`src/hw/pmp_wait_pkg.sv`:
```
// Shared constants and types for the parallel port wait and pin logic
package pmp_wait_pkg;

  // Register select codes on the internal register port
  localparam logic [7:0] ADDR_WAIT_TIMING = 8'h60;
  localparam logic [7:0] ADDR_UPPER_PIN_ENABLE = 8'h61;
  localparam logic [7:0] ADDR_TIMER2_SHARED = 8'h62;
  localparam logic [7:0] ADDR_WATCHDOG_CONTROL = 8'h63;

  // Field positions
  localparam int SHARED_SELECT_BIT = 4;
  localparam int TTL_SELECT_BIT = 0;

  // Reset values
  localparam logic [7:0] WAIT_TIMING_RESET = 8'h00;
  localparam logic [7:0] PIN_ENABLE_RESET = 8'h00;
  localparam logic [7:0] TIMER2_RESET = 8'h00;
  localparam logic [7:0] READ_IDLE = 8'h00;
  localparam logic TTL_SELECT_RESET = 1'b0;
  localparam logic SHARED_SELECT_RESET = 1'b0;

  // Strobe code that forces a single-cycle access
  localparam logic [3:0] STROBE_NO_WAIT = 4'h0;

  // Phase counter
  localparam int COUNT_W = 5;
  localparam logic [COUNT_W-1:0] COUNT_ZERO = 5'h00;
  localparam logic [COUNT_W-1:0] COUNT_ONE = 5'h01;

  typedef struct packed {
    logic [1:0] dataSetupWait;
    logic [3:0] strobeExtraWait;
    logic [1:0] dataHoldWait;
  } waitTiming_t;

  typedef struct packed {
    logic [7:0] addr;
    logic write;
    logic read;
    logic [7:0] data;
  } sfrRequest_t;

  typedef enum {ACC_IDLE, ACC_SETUP, ACC_STROBE, ACC_HOLD} accessState_t;

endpackage

```
`src/hw/phase_timer.sv`:
```
// Down counter that times one access phase in instruction cycles
module phase_timer
(
  // Clock and reset
  input wire logic clk,
  input wire logic rst_n,
  // Load
  input wire logic load,
  input wire logic [pmp_wait_pkg::COUNT_W-1:0] loadValue,
  // Cycles left in the phase
  output logic [pmp_wait_pkg::COUNT_W-1:0] remaining
);

  always_ff @(posedge clk or negedge rst_n)
  begin
    if (!rst_n)
      remaining <= pmp_wait_pkg::COUNT_ZERO;
    else if (load)
      remaining <= loadValue;
    else if (remaining != pmp_wait_pkg::COUNT_ZERO)
      remaining <= remaining - pmp_wait_pkg::COUNT_ONE;
  end

endmodule // phase_timer

```
`src/hw/parallel_port_wait_and_pin_enable.sv`:
```
// Parallel master port access timing, pin enables and input buffer select
module parallel_port_wait_and_pin_enable
(
  // Clock and reset
  input wire logic clk,
  input wire logic rst_n,
  // Register port
  input wire pmp_wait_pkg::sfrRequest_t sfrReq,
  output logic [7:0] sfrReadData,
  // Access request
  input wire logic accessStart,
  input wire logic accessWrite,
  // Access phases
  output logic accessBusy,
  output logic accessIsWrite,
  output logic setupPhase,
  output logic strobeActive,
  output logic holdPhase,
  output logic accessDone,
  // Pin configuration
  output logic [7:0] upperPinEnable,
  output logic ttlInputSelect
);

  logic [7:0] waitTimingReg;
  logic [7:0] timer2Count;
  logic sharedAddressSelect;
  pmp_wait_pkg::waitTiming_t timing;
  pmp_wait_pkg::waitTiming_t timingLatched;
  pmp_wait_pkg::accessState_t state;
  logic timerLoad;
  logic [pmp_wait_pkg::COUNT_W-1:0] timerValue;
  logic [pmp_wait_pkg::COUNT_W-1:0] remaining;
  logic timerZero;
  logic padSelected;
  logic startTaken;

  function automatic logic [pmp_wait_pkg::COUNT_W-1:0] toCount
    (input logic [3:0] code);
    toCount = {1'b0, code};
  endfunction

  function automatic logic isAddr(input pmp_wait_pkg::sfrRequest_t r,
                                  input logic [7:0] a);
    isAddr = (r.addr == a);
  endfunction

  assign timing = pmp_wait_pkg::waitTiming_t'(waitTimingReg);
  assign timerZero = (remaining == pmp_wait_pkg::COUNT_ZERO);
  assign startTaken = (state == pmp_wait_pkg::ACC_IDLE) && accessStart;
  assign padSelected = isAddr(sfrReq, pmp_wait_pkg::ADDR_TIMER2_SHARED)
                       && sharedAddressSelect;

  // Register writes
  always_ff @(posedge clk or negedge rst_n)
  begin
    if (!rst_n)
    begin
      waitTimingReg <= pmp_wait_pkg::WAIT_TIMING_RESET;
      upperPinEnable <= pmp_wait_pkg::PIN_ENABLE_RESET;
      timer2Count <= pmp_wait_pkg::TIMER2_RESET;
      sharedAddressSelect <= pmp_wait_pkg::SHARED_SELECT_RESET;
    end
    else if (sfrReq.write)
    begin
      if (isAddr(sfrReq, pmp_wait_pkg::ADDR_WAIT_TIMING))
        waitTimingReg <= sfrReq.data;
      if (isAddr(sfrReq, pmp_wait_pkg::ADDR_UPPER_PIN_ENABLE))
        upperPinEnable <= sfrReq.data;
      if (isAddr(sfrReq, pmp_wait_pkg::ADDR_TIMER2_SHARED)
          && !sharedAddressSelect)
        timer2Count <= sfrReq.data;
      if (isAddr(sfrReq, pmp_wait_pkg::ADDR_WATCHDOG_CONTROL))
        sharedAddressSelect <= sfrReq.data[pmp_wait_pkg::SHARED_SELECT_BIT];
    end
  end

  always_ff @(posedge clk or negedge rst_n)
  begin
    if (!rst_n)
      ttlInputSelect <= pmp_wait_pkg::TTL_SELECT_RESET;
    else if (sfrReq.write && padSelected)
      ttlInputSelect <= sfrReq.data[pmp_wait_pkg::TTL_SELECT_BIT];
  end

  // Registered read data
  always_ff @(posedge clk or negedge rst_n)
  begin
    if (!rst_n)
      sfrReadData <= pmp_wait_pkg::READ_IDLE;
    else if (sfrReq.read)
    begin
      sfrReadData <= pmp_wait_pkg::READ_IDLE;
      if (isAddr(sfrReq, pmp_wait_pkg::ADDR_WAIT_TIMING))
        sfrReadData <= waitTimingReg;
      if (isAddr(sfrReq, pmp_wait_pkg::ADDR_UPPER_PIN_ENABLE))
        sfrReadData <= upperPinEnable;
      if (isAddr(sfrReq, pmp_wait_pkg::ADDR_TIMER2_SHARED))
      begin
        if (sharedAddressSelect)
          sfrReadData[pmp_wait_pkg::TTL_SELECT_BIT] <= ttlInputSelect;
        else
          sfrReadData <= timer2Count;
      end
      if (isAddr(sfrReq, pmp_wait_pkg::ADDR_WATCHDOG_CONTROL))
        sfrReadData[pmp_wait_pkg::SHARED_SELECT_BIT] <= sharedAddressSelect;
    end
  end

  // Timing snapshot so a mid-access write cannot bend the phases
  always_ff @(posedge clk or negedge rst_n)
  begin
    if (!rst_n)
    begin
      timingLatched <= pmp_wait_pkg::waitTiming_t'(
        pmp_wait_pkg::WAIT_TIMING_RESET);
      accessIsWrite <= 1'b0;
    end
    else if (startTaken)
    begin
      timingLatched <= timing;
      accessIsWrite <= accessWrite;
    end
  end

  // Phase length loads
  always_comb
  begin
    timerLoad = 1'b0;
    timerValue = pmp_wait_pkg::COUNT_ZERO;
    case (state)
      pmp_wait_pkg::ACC_IDLE:
      begin
        timerLoad = accessStart;
        if (timing.strobeExtraWait == pmp_wait_pkg::STROBE_NO_WAIT)
          timerValue = pmp_wait_pkg::COUNT_ZERO;
        else
          timerValue = toCount({2'b00, timing.dataSetupWait});
      end
      pmp_wait_pkg::ACC_SETUP:
      begin
        timerLoad = timerZero;
        timerValue = toCount(timingLatched.strobeExtraWait);
      end
      pmp_wait_pkg::ACC_STROBE:
      begin
        timerLoad = timerZero;
        timerValue = toCount({2'b00, timingLatched.dataHoldWait});
      end
      default:
      begin
        timerLoad = 1'b0;
        timerValue = pmp_wait_pkg::COUNT_ZERO;
      end
    endcase
  end

  phase_timer phaseTimer
  (
    .clk(clk),
    .rst_n(rst_n),
    .load(timerLoad),
    .loadValue(timerValue),
    .remaining(remaining)
  );

  always_ff @(posedge clk or negedge rst_n)
  begin
    if (!rst_n)
    begin
      state <= pmp_wait_pkg::ACC_IDLE;
      accessBusy <= 1'b0;
      setupPhase <= 1'b0;
      strobeActive <= 1'b0;
      holdPhase <= 1'b0;
      accessDone <= 1'b0;
    end
    else
    begin
      accessDone <= 1'b0;
      case (state)
        pmp_wait_pkg::ACC_IDLE:
          if (accessStart)
          begin
            accessBusy <= 1'b1;
            if (timing.strobeExtraWait == pmp_wait_pkg::STROBE_NO_WAIT)
            begin
              state <= pmp_wait_pkg::ACC_STROBE;
              strobeActive <= 1'b1;
            end
            else
            begin
              state <= pmp_wait_pkg::ACC_SETUP;
              setupPhase <= 1'b1;
            end
          end
        pmp_wait_pkg::ACC_SETUP:
          if (timerZero)
          begin
            state <= pmp_wait_pkg::ACC_STROBE;
            setupPhase <= 1'b0;
            strobeActive <= 1'b1;
          end
        pmp_wait_pkg::ACC_STROBE:
          if (timerZero)
          begin
            strobeActive <= 1'b0;
            if (timingLatched.strobeExtraWait ==
                pmp_wait_pkg::STROBE_NO_WAIT)
            begin
              state <= pmp_wait_pkg::ACC_IDLE;
              accessBusy <= 1'b0;
              accessDone <= 1'b1;
            end
            else
            begin
              state <= pmp_wait_pkg::ACC_HOLD;
              holdPhase <= 1'b1;
            end
          end
        pmp_wait_pkg::ACC_HOLD:
          if (timerZero)
          begin
            state <= pmp_wait_pkg::ACC_IDLE;
            holdPhase <= 1'b0;
            accessBusy <= 1'b0;
            accessDone <= 1'b1;
          end
        default:
        begin
          state <= pmp_wait_pkg::ACC_IDLE;
          accessBusy <= 1'b0;
          setupPhase <= 1'b0;
          strobeActive <= 1'b0;
          holdPhase <= 1'b0;
        end
      endcase
    end
  end

  // Phase length counters for checking
  logic [4:0] setupLen;
  logic [4:0] strobeLen;
  logic [4:0] holdLen;
  always_ff @(posedge clk or negedge rst_n)
  begin
    if (!rst_n)
    begin
      setupLen <= 5'h00;
      strobeLen <= 5'h00;
      holdLen <= 5'h00;
    end
    else
    begin
      setupLen <= setupPhase ? setupLen + 5'h01 : 5'h00;
      strobeLen <= strobeActive ? strobeLen + 5'h01 : 5'h00;
      holdLen <= holdPhase ? holdLen + 5'h01 : 5'h00;
    end
  end
endmodule // parallel_port_wait_and_pin_enable

```
`config.mk`:
```
export PLATFORM = sky130hd
export DESIGN_NAME = parallel_port_wait_and_pin_enable
export DESIGN_NICKNAME = d
export VERILOG_FILES = /design/src/hw/pmp_wait_pkg.sv /design/src/hw/phase_timer.sv /design/src/hw/parallel_port_wait_and_pin_enable.sv
export SDC_FILE = /design/constraint.sdc
export NUM_CORES = 1
export LEC_CHECK = 0
export BUFFER_PORTS_ARGS = -buffer_cell sky130_fd_sc_hd__buf_2
export CORE_MARGIN = 2
export CORE_UTILIZATION = 40
export CTS_BUF_LIST = sky130_fd_sc_hd__clkbuf_4 sky130_fd_sc_hd__clkbuf_8
export DETAILED_ROUTE_END_ITERATION = 10
export GPL_ROUTABILITY_DRIVEN = 0
export PLACE_DENSITY = 0.69
export SKIP_CTS_REPAIR_TIMING = 1
export SYNTH_ARGS = -nofsm -noshare
export SYNTH_HDL_FRONTEND = slang
export SYNTH_HIERARCHICAL = 1
export SYNTH_SLANG_ARGS = --single-unit
```
`constraint.sdc`:
```
create_clock -name clk -period 2.25 [get_ports clk]
set_input_delay 0.45 -clock clk [delete_from_list [all_inputs] [get_ports clk]]
set_output_delay 0.45 -clock clk [all_outputs]
set_load 0.02 [all_outputs]
```
# Yosys cells after proc, flatten, opt, wreduce, memory -nomap -nowiden
# Index checks and enable logic that the tools add are counted.
word_totals:
  out_inout_bits: 23
  ff_bits: 83
  inputBits: 22
op_classes:
  addsub: 1
  reduce_logical: 24
  eq_ne: 15
  n_bitwise: 4
  muxes: 37
ops:
  columns: ["cell", "count"]
  rows:
  - ["32-bit two-way mux", 4]
  - ["32-bit case mux with 4 select lines", 1]
  - ["32-bit by 2-bit equality test with 1-bit output, second input constant", 2]
  - ["32-bit zero test", 2]
  - ["32-bit by 1-bit equality test with 1-bit output, second input constant", 1]
  - ["8-bit by 7-bit equality test with 1-bit output, second input constant", 4]
  - ["8-bit two-way mux", 3]
  - ["1-bit two-way mux", 16]
  - ["2-bit inequality test, second input constant", 8]
  - ["5-bit case mux with 3 select lines", 1]
  - ["4-bit AND reduction", 3]
  - ["5-bit two-way mux", 2]
  - ["5-bit AND reduction", 2]
  - ["4-bit zero test", 2]
  - ["1-bit case mux with 4 select lines", 2]
  - ["2-bit AND reduction", 4]
  - ["7-bit two-way mux", 1]
  - ["2-bit two-way mux", 3]
  - ["1-bit case mux with 3 select lines", 2]
  - ["2-bit OR reduction", 3]
  - ["5-bit zero test", 1]
  - ["5-bit nonzero test", 1]
  - ["5-bit by 1-bit subtractor with 5-bit output, second input constant", 1]
  - ["1-bit logical AND", 4]
  - ["4 further kinds", 8]

# Logic depth before layout (Yosys ltp)
logic_depth:
  depth_word: 6
  depth_mapped: 7
  ltp_nobuf: 7

# Modules after synthesis
# Netlist, hierarchy kept.
modules_own_cells:
  columns: ["module", "seq_area_each_um2", "cells_each", "n_inst", "area_each_um2"]
  rows:
  - ["parallel_port_wait_and_pin_enable", 1201.2, 195, 1, 2302.2]
  - ["phase_timer", 125.1, 27, 1, 279.0]

# Least setup slack after synthesis
# Ideal clock, no wire load.
synth_timing:
  path_kind: "reg-to-reg"
  start: "register phaseTimer/remaining[3] in the netlist's numbering"
  end: "register phaseTimer/remaining[4] in the netlist's numbering"
  t_arrival_ns: 1.701
  slack_ns: 0.411
  path_buffers: 1
  path_stages_with_launch: 7
  path_cell_list: "dfrtp_1 -> or4_4 -> nor2_1 -> nand2_1 -> a21oi_1 -> clkbuf_1 -> o21ai_0"
synth_via:
  elab_chain_len: 3
synth_rtl:
  columns: ["element", "line_no", "rtl"]
  rows:
  - ["from (decl)", "phase_timer.sv:11", "output logic [pmp_wait_pkg::COUNT_W-1:0] remaining"]
  - ["from (signal assigned)", "phase_timer.sv:17", "remaining <= pmp_wait_pkg::COUNT_ZERO;"]
  - ["from (signal assigned)", "phase_timer.sv:19", "remaining <= loadValue;"]
  - ["from (signal assigned)", "phase_timer.sv:21", "remaining <= remaining - pmp_wait_pkg::COUNT_ONE;"]
  - ["5-bit zero test *", "parallel_port_wait_and_pin_enable.sv:49", "assign timerZero = (remaining == pmp_wait_pkg::COUNT_ZERO);"]
  - ["1-bit case mux with 2 select lines *", "parallel_port_wait_and_pin_enable.sv:131", "case (state)"]
  - ["via timerLoad", "parallel_port_wait_and_pin_enable.sv:31", "logic timerLoad;"]
  - ["5-bit two-way mux or 2-bit nonzero test (tied branches)", null, null]
# Mark *: on every way through the listed nets, which the timed path passes. The rest lies on a longest branch. The select of a mux whose other input is x is not followed.
# A chain may end at the register's enable or synchronous reset.

# Final worst setup path
layout_timing:
  start: "register phaseTimer/remaining[3] in the netlist's numbering"
  end: "register phaseTimer/remaining[3] in the netlist's numbering"
# The elaborated chain is that of the path after synthesis.

==> summary.md <==
| Metric | Value |
|---|---|
| Number of top-level pins | 45 |
| Final period util | 83.1% |
| Post-DR wirelength/cell | 15.4 um |
| DRC viols | 0 |
| First-pass GRT wire length | 8870 um |
| Filler cells | 594 |
| Critical path peak fanout | 10 |
| Fin util | 47.8% |
| Final-report max-slew violation count | 0 |
| FP Rows | 29 |
| TritonCTS clock tree | yes |
| Clock Tree Root | clkbuf_8 |
| Seq/Total Area, Yosys | 51.4% |
| Setup TNS | 0 ns |
| Total power draw | 2.90 mW |
| Largest net degree at the start of global routing | 22 |
| Die Wd | 84.3 um |
| Finish-stage setup viols | 0 |
| P_leak | 1.49 nW |
| DIE AREA | 0.00711 mm2 |
| Initial antenna violation count | 0 |
| Synthesis-stage register bit count | 53 |
| Status | completed |
| Met3 GRT Util | 3.64% |
| Vias | 1812 |
| Mean post-synth cell area | 11.6 um2 |
| Final Hold Vio Count | 0 |
| Grt peak-use layer | met2 |
| Crit end category | flop |
| Vias/cell | 5.27 |
| Worst min path class | in2async |
| HPWL after DPL | 3880 um |
| Fmax | 535 MHz |
| P per Cell Area | 965 mW/mm2 |
| Num CTS Buffers | 5 |
| Max Buffers Root-to-Sink | 2 |
| Top FF cell, synth | dfrtp_1 |
| Area Growth Syn to Fin | 16.2% |
| CP Data Arrival Time | 2.08 ns |
| Yosys top cell by area | dfrtp_1 |
| Cell Area, Synth | 0.00258 mm2 |
| Routed wire length | 5310 um |
| Post-synth ARST share | 100% |
| Top cells by area, synth | dfrtp_1 (51%), mux2_2 (15%), mux2i_1 (3.1%) |
| Total grt overflow | 0 |
| Setup slack at placement | 0.227 ns |
| Yosys warns | 6 |
| Element type at the critical path start | flop |
| Max_cap viols | 0 |
| RSZ-0062 raised after global routing | no |
| H-tree Lvls | 2 |
| EDFF count, synth | 0 |
| Nets@finish | 293 |
| Clk_lat worst skew | 0.31 ns |
| Dpl cells | 336 |
| Syn_nets | 249 |
| Most frequent cells in the layout | dfrtp_1 (53), buf_2 (44), mux2_2 (34) |
| Final ANT Viol Nets | 0 |
| Met2 Resource Use GR | 24.5% |
| Yosys cell types | 40 |
| CP required | 2.46 ns |
| Starting Density | 41.1% |
| Critical path type | reg2reg |
| Worst Skew | 0.00654 ns |
| Pre-Repair DR Iteration Count | 4 |
| Ant diodes | 0 |
| Clk slew on worst S/H paths | 0.09 ns |
| Post-synth top area share | 51.4% |
| Die height | 84.3 um |
| Global router's overall resource usage | 15.7% |
| Met1 usage | 22.2% |
| Seq. cell area | 0.00133 mm2 |
| Post-Synthesis Cells | 222 |
| Peak VDD IR | 0.364 mV |
| Area of the core | 0.00628 mm2 |
| Multi-input logic area | 0.00113 mm2 |
| Non-Filler Instances | 344 |
| Layout cells sized above 1 | 37.5% |
| Clk sinks | 53 |
| Worst R2R Path Depth | 7 |
| Via count of the first global-routing pass | 1761 |
| Worst setup margin | 0.381 ns |
| Commonest non-fill, non-tap cell in the layout | dfrtp_1 |
| Initial drt markers | 107 |
| Port bufs | 44 |
| Min cycle time layout | 1.87 ns |
==> cell usage after synthesis, types with 3 or more instances <==
master / instances
o21ai_0: 3
a31oi_1: 12
nor2_1: 15
o22ai_1: 11
ha_1: 5
or4_4: 3
inv_1: 16
nand2_1: 13
dfrtp_1: 53
o31ai_1: 3
mux2_2: 34
xnor2_1: 3
clkbuf_1: 6
mux2i_1: 8
a21oi_1: 5
==> worst paths after layout <==
| kind | startpoint | to | slack [ns] |
|---|---|---|---|
| worst max-delay path | phaseTimer/remaining[3] | phaseTimer/remaining[3] | 0.38 |
| min in group clk | accessWrite | accessIsWrite | 0.38 |
| worst min register to register | timer2Count[2] | timer2Count[2] | 0.52 |
| worst min-delay path | rst_n | phaseTimer/remaining[2] | 0.07 |
| worst max register to register | phaseTimer/remaining[3] | phaseTimer/remaining[3] | 0.38 |
| max in group asynchronous | rst_n | timing[7] | 1.57 |
==> cell families after synthesis <==
| family | synth area share [%] |
|---|---|
| flops | 51.4 |
| simple gates | 11.1 |
| compound gates | 11.2 |
| mux | 17.9 |
| buf+inv | 4.70 |
| fa+ha+maj | 2.42 |
| xor+xnor | 1.02 |
| other cells | 0.145 |
==> flip-flops by register name, summed over array words and instances, names as in the netlist, 2 cells and up <==
register / flops
phaseTimer/remaining: 5
sfrReadData: 8
state: 2
timer2Count: 8
timing: 8
timingLatched: 6
upperPinEnable: 8
==> layout make-up <==
type	count	area share [%]
Clock buffer	5	2.29
Clock inverter	3	2.17
Inverter	16	2.00
Multi-Input combinational cell	142	37.8
Sequential cell	53	44.2
Tap cell	77	3.21
Timing Repair Buffer	48	8.34
==> power by group <==
part           switching [mW]  internal, mW  leakage, nW
clock                   0.310         0.442       0.0681
sequential              0.124          1.09        0.717
combinational           0.507         0.420        0.707
total                   0.941          1.95         1.49
==> through the flow <==
stage	instance area, um2	hold WS, ns
after CTS	3000	0.0853
after global placement	2870	0.423
after floorplan	2580	0.154
final	3000	0.0693
after detailed placement	2870	0.420
after global routing	3000	0.104
==> layer usage <==
layer | up-vias | routed length [um]
met5 | - | 0
met4 | 0 | 70
met2 | 28 | 2450
li1 | 887 | -
met3 | 5 | 188
met1 | 892 | 2590
==> critical path, cell delays in order (launching register included) <==
cell and delay (ns):
dfrtp_1 0.45, or4_4 0.55, nor2_1 0.23, nand2_1 0.08
a21oi_1 0.14, buf_4 0.18, nand2_1 0.06, o31ai_1 0.06
(Power assumes the default switching activity.)
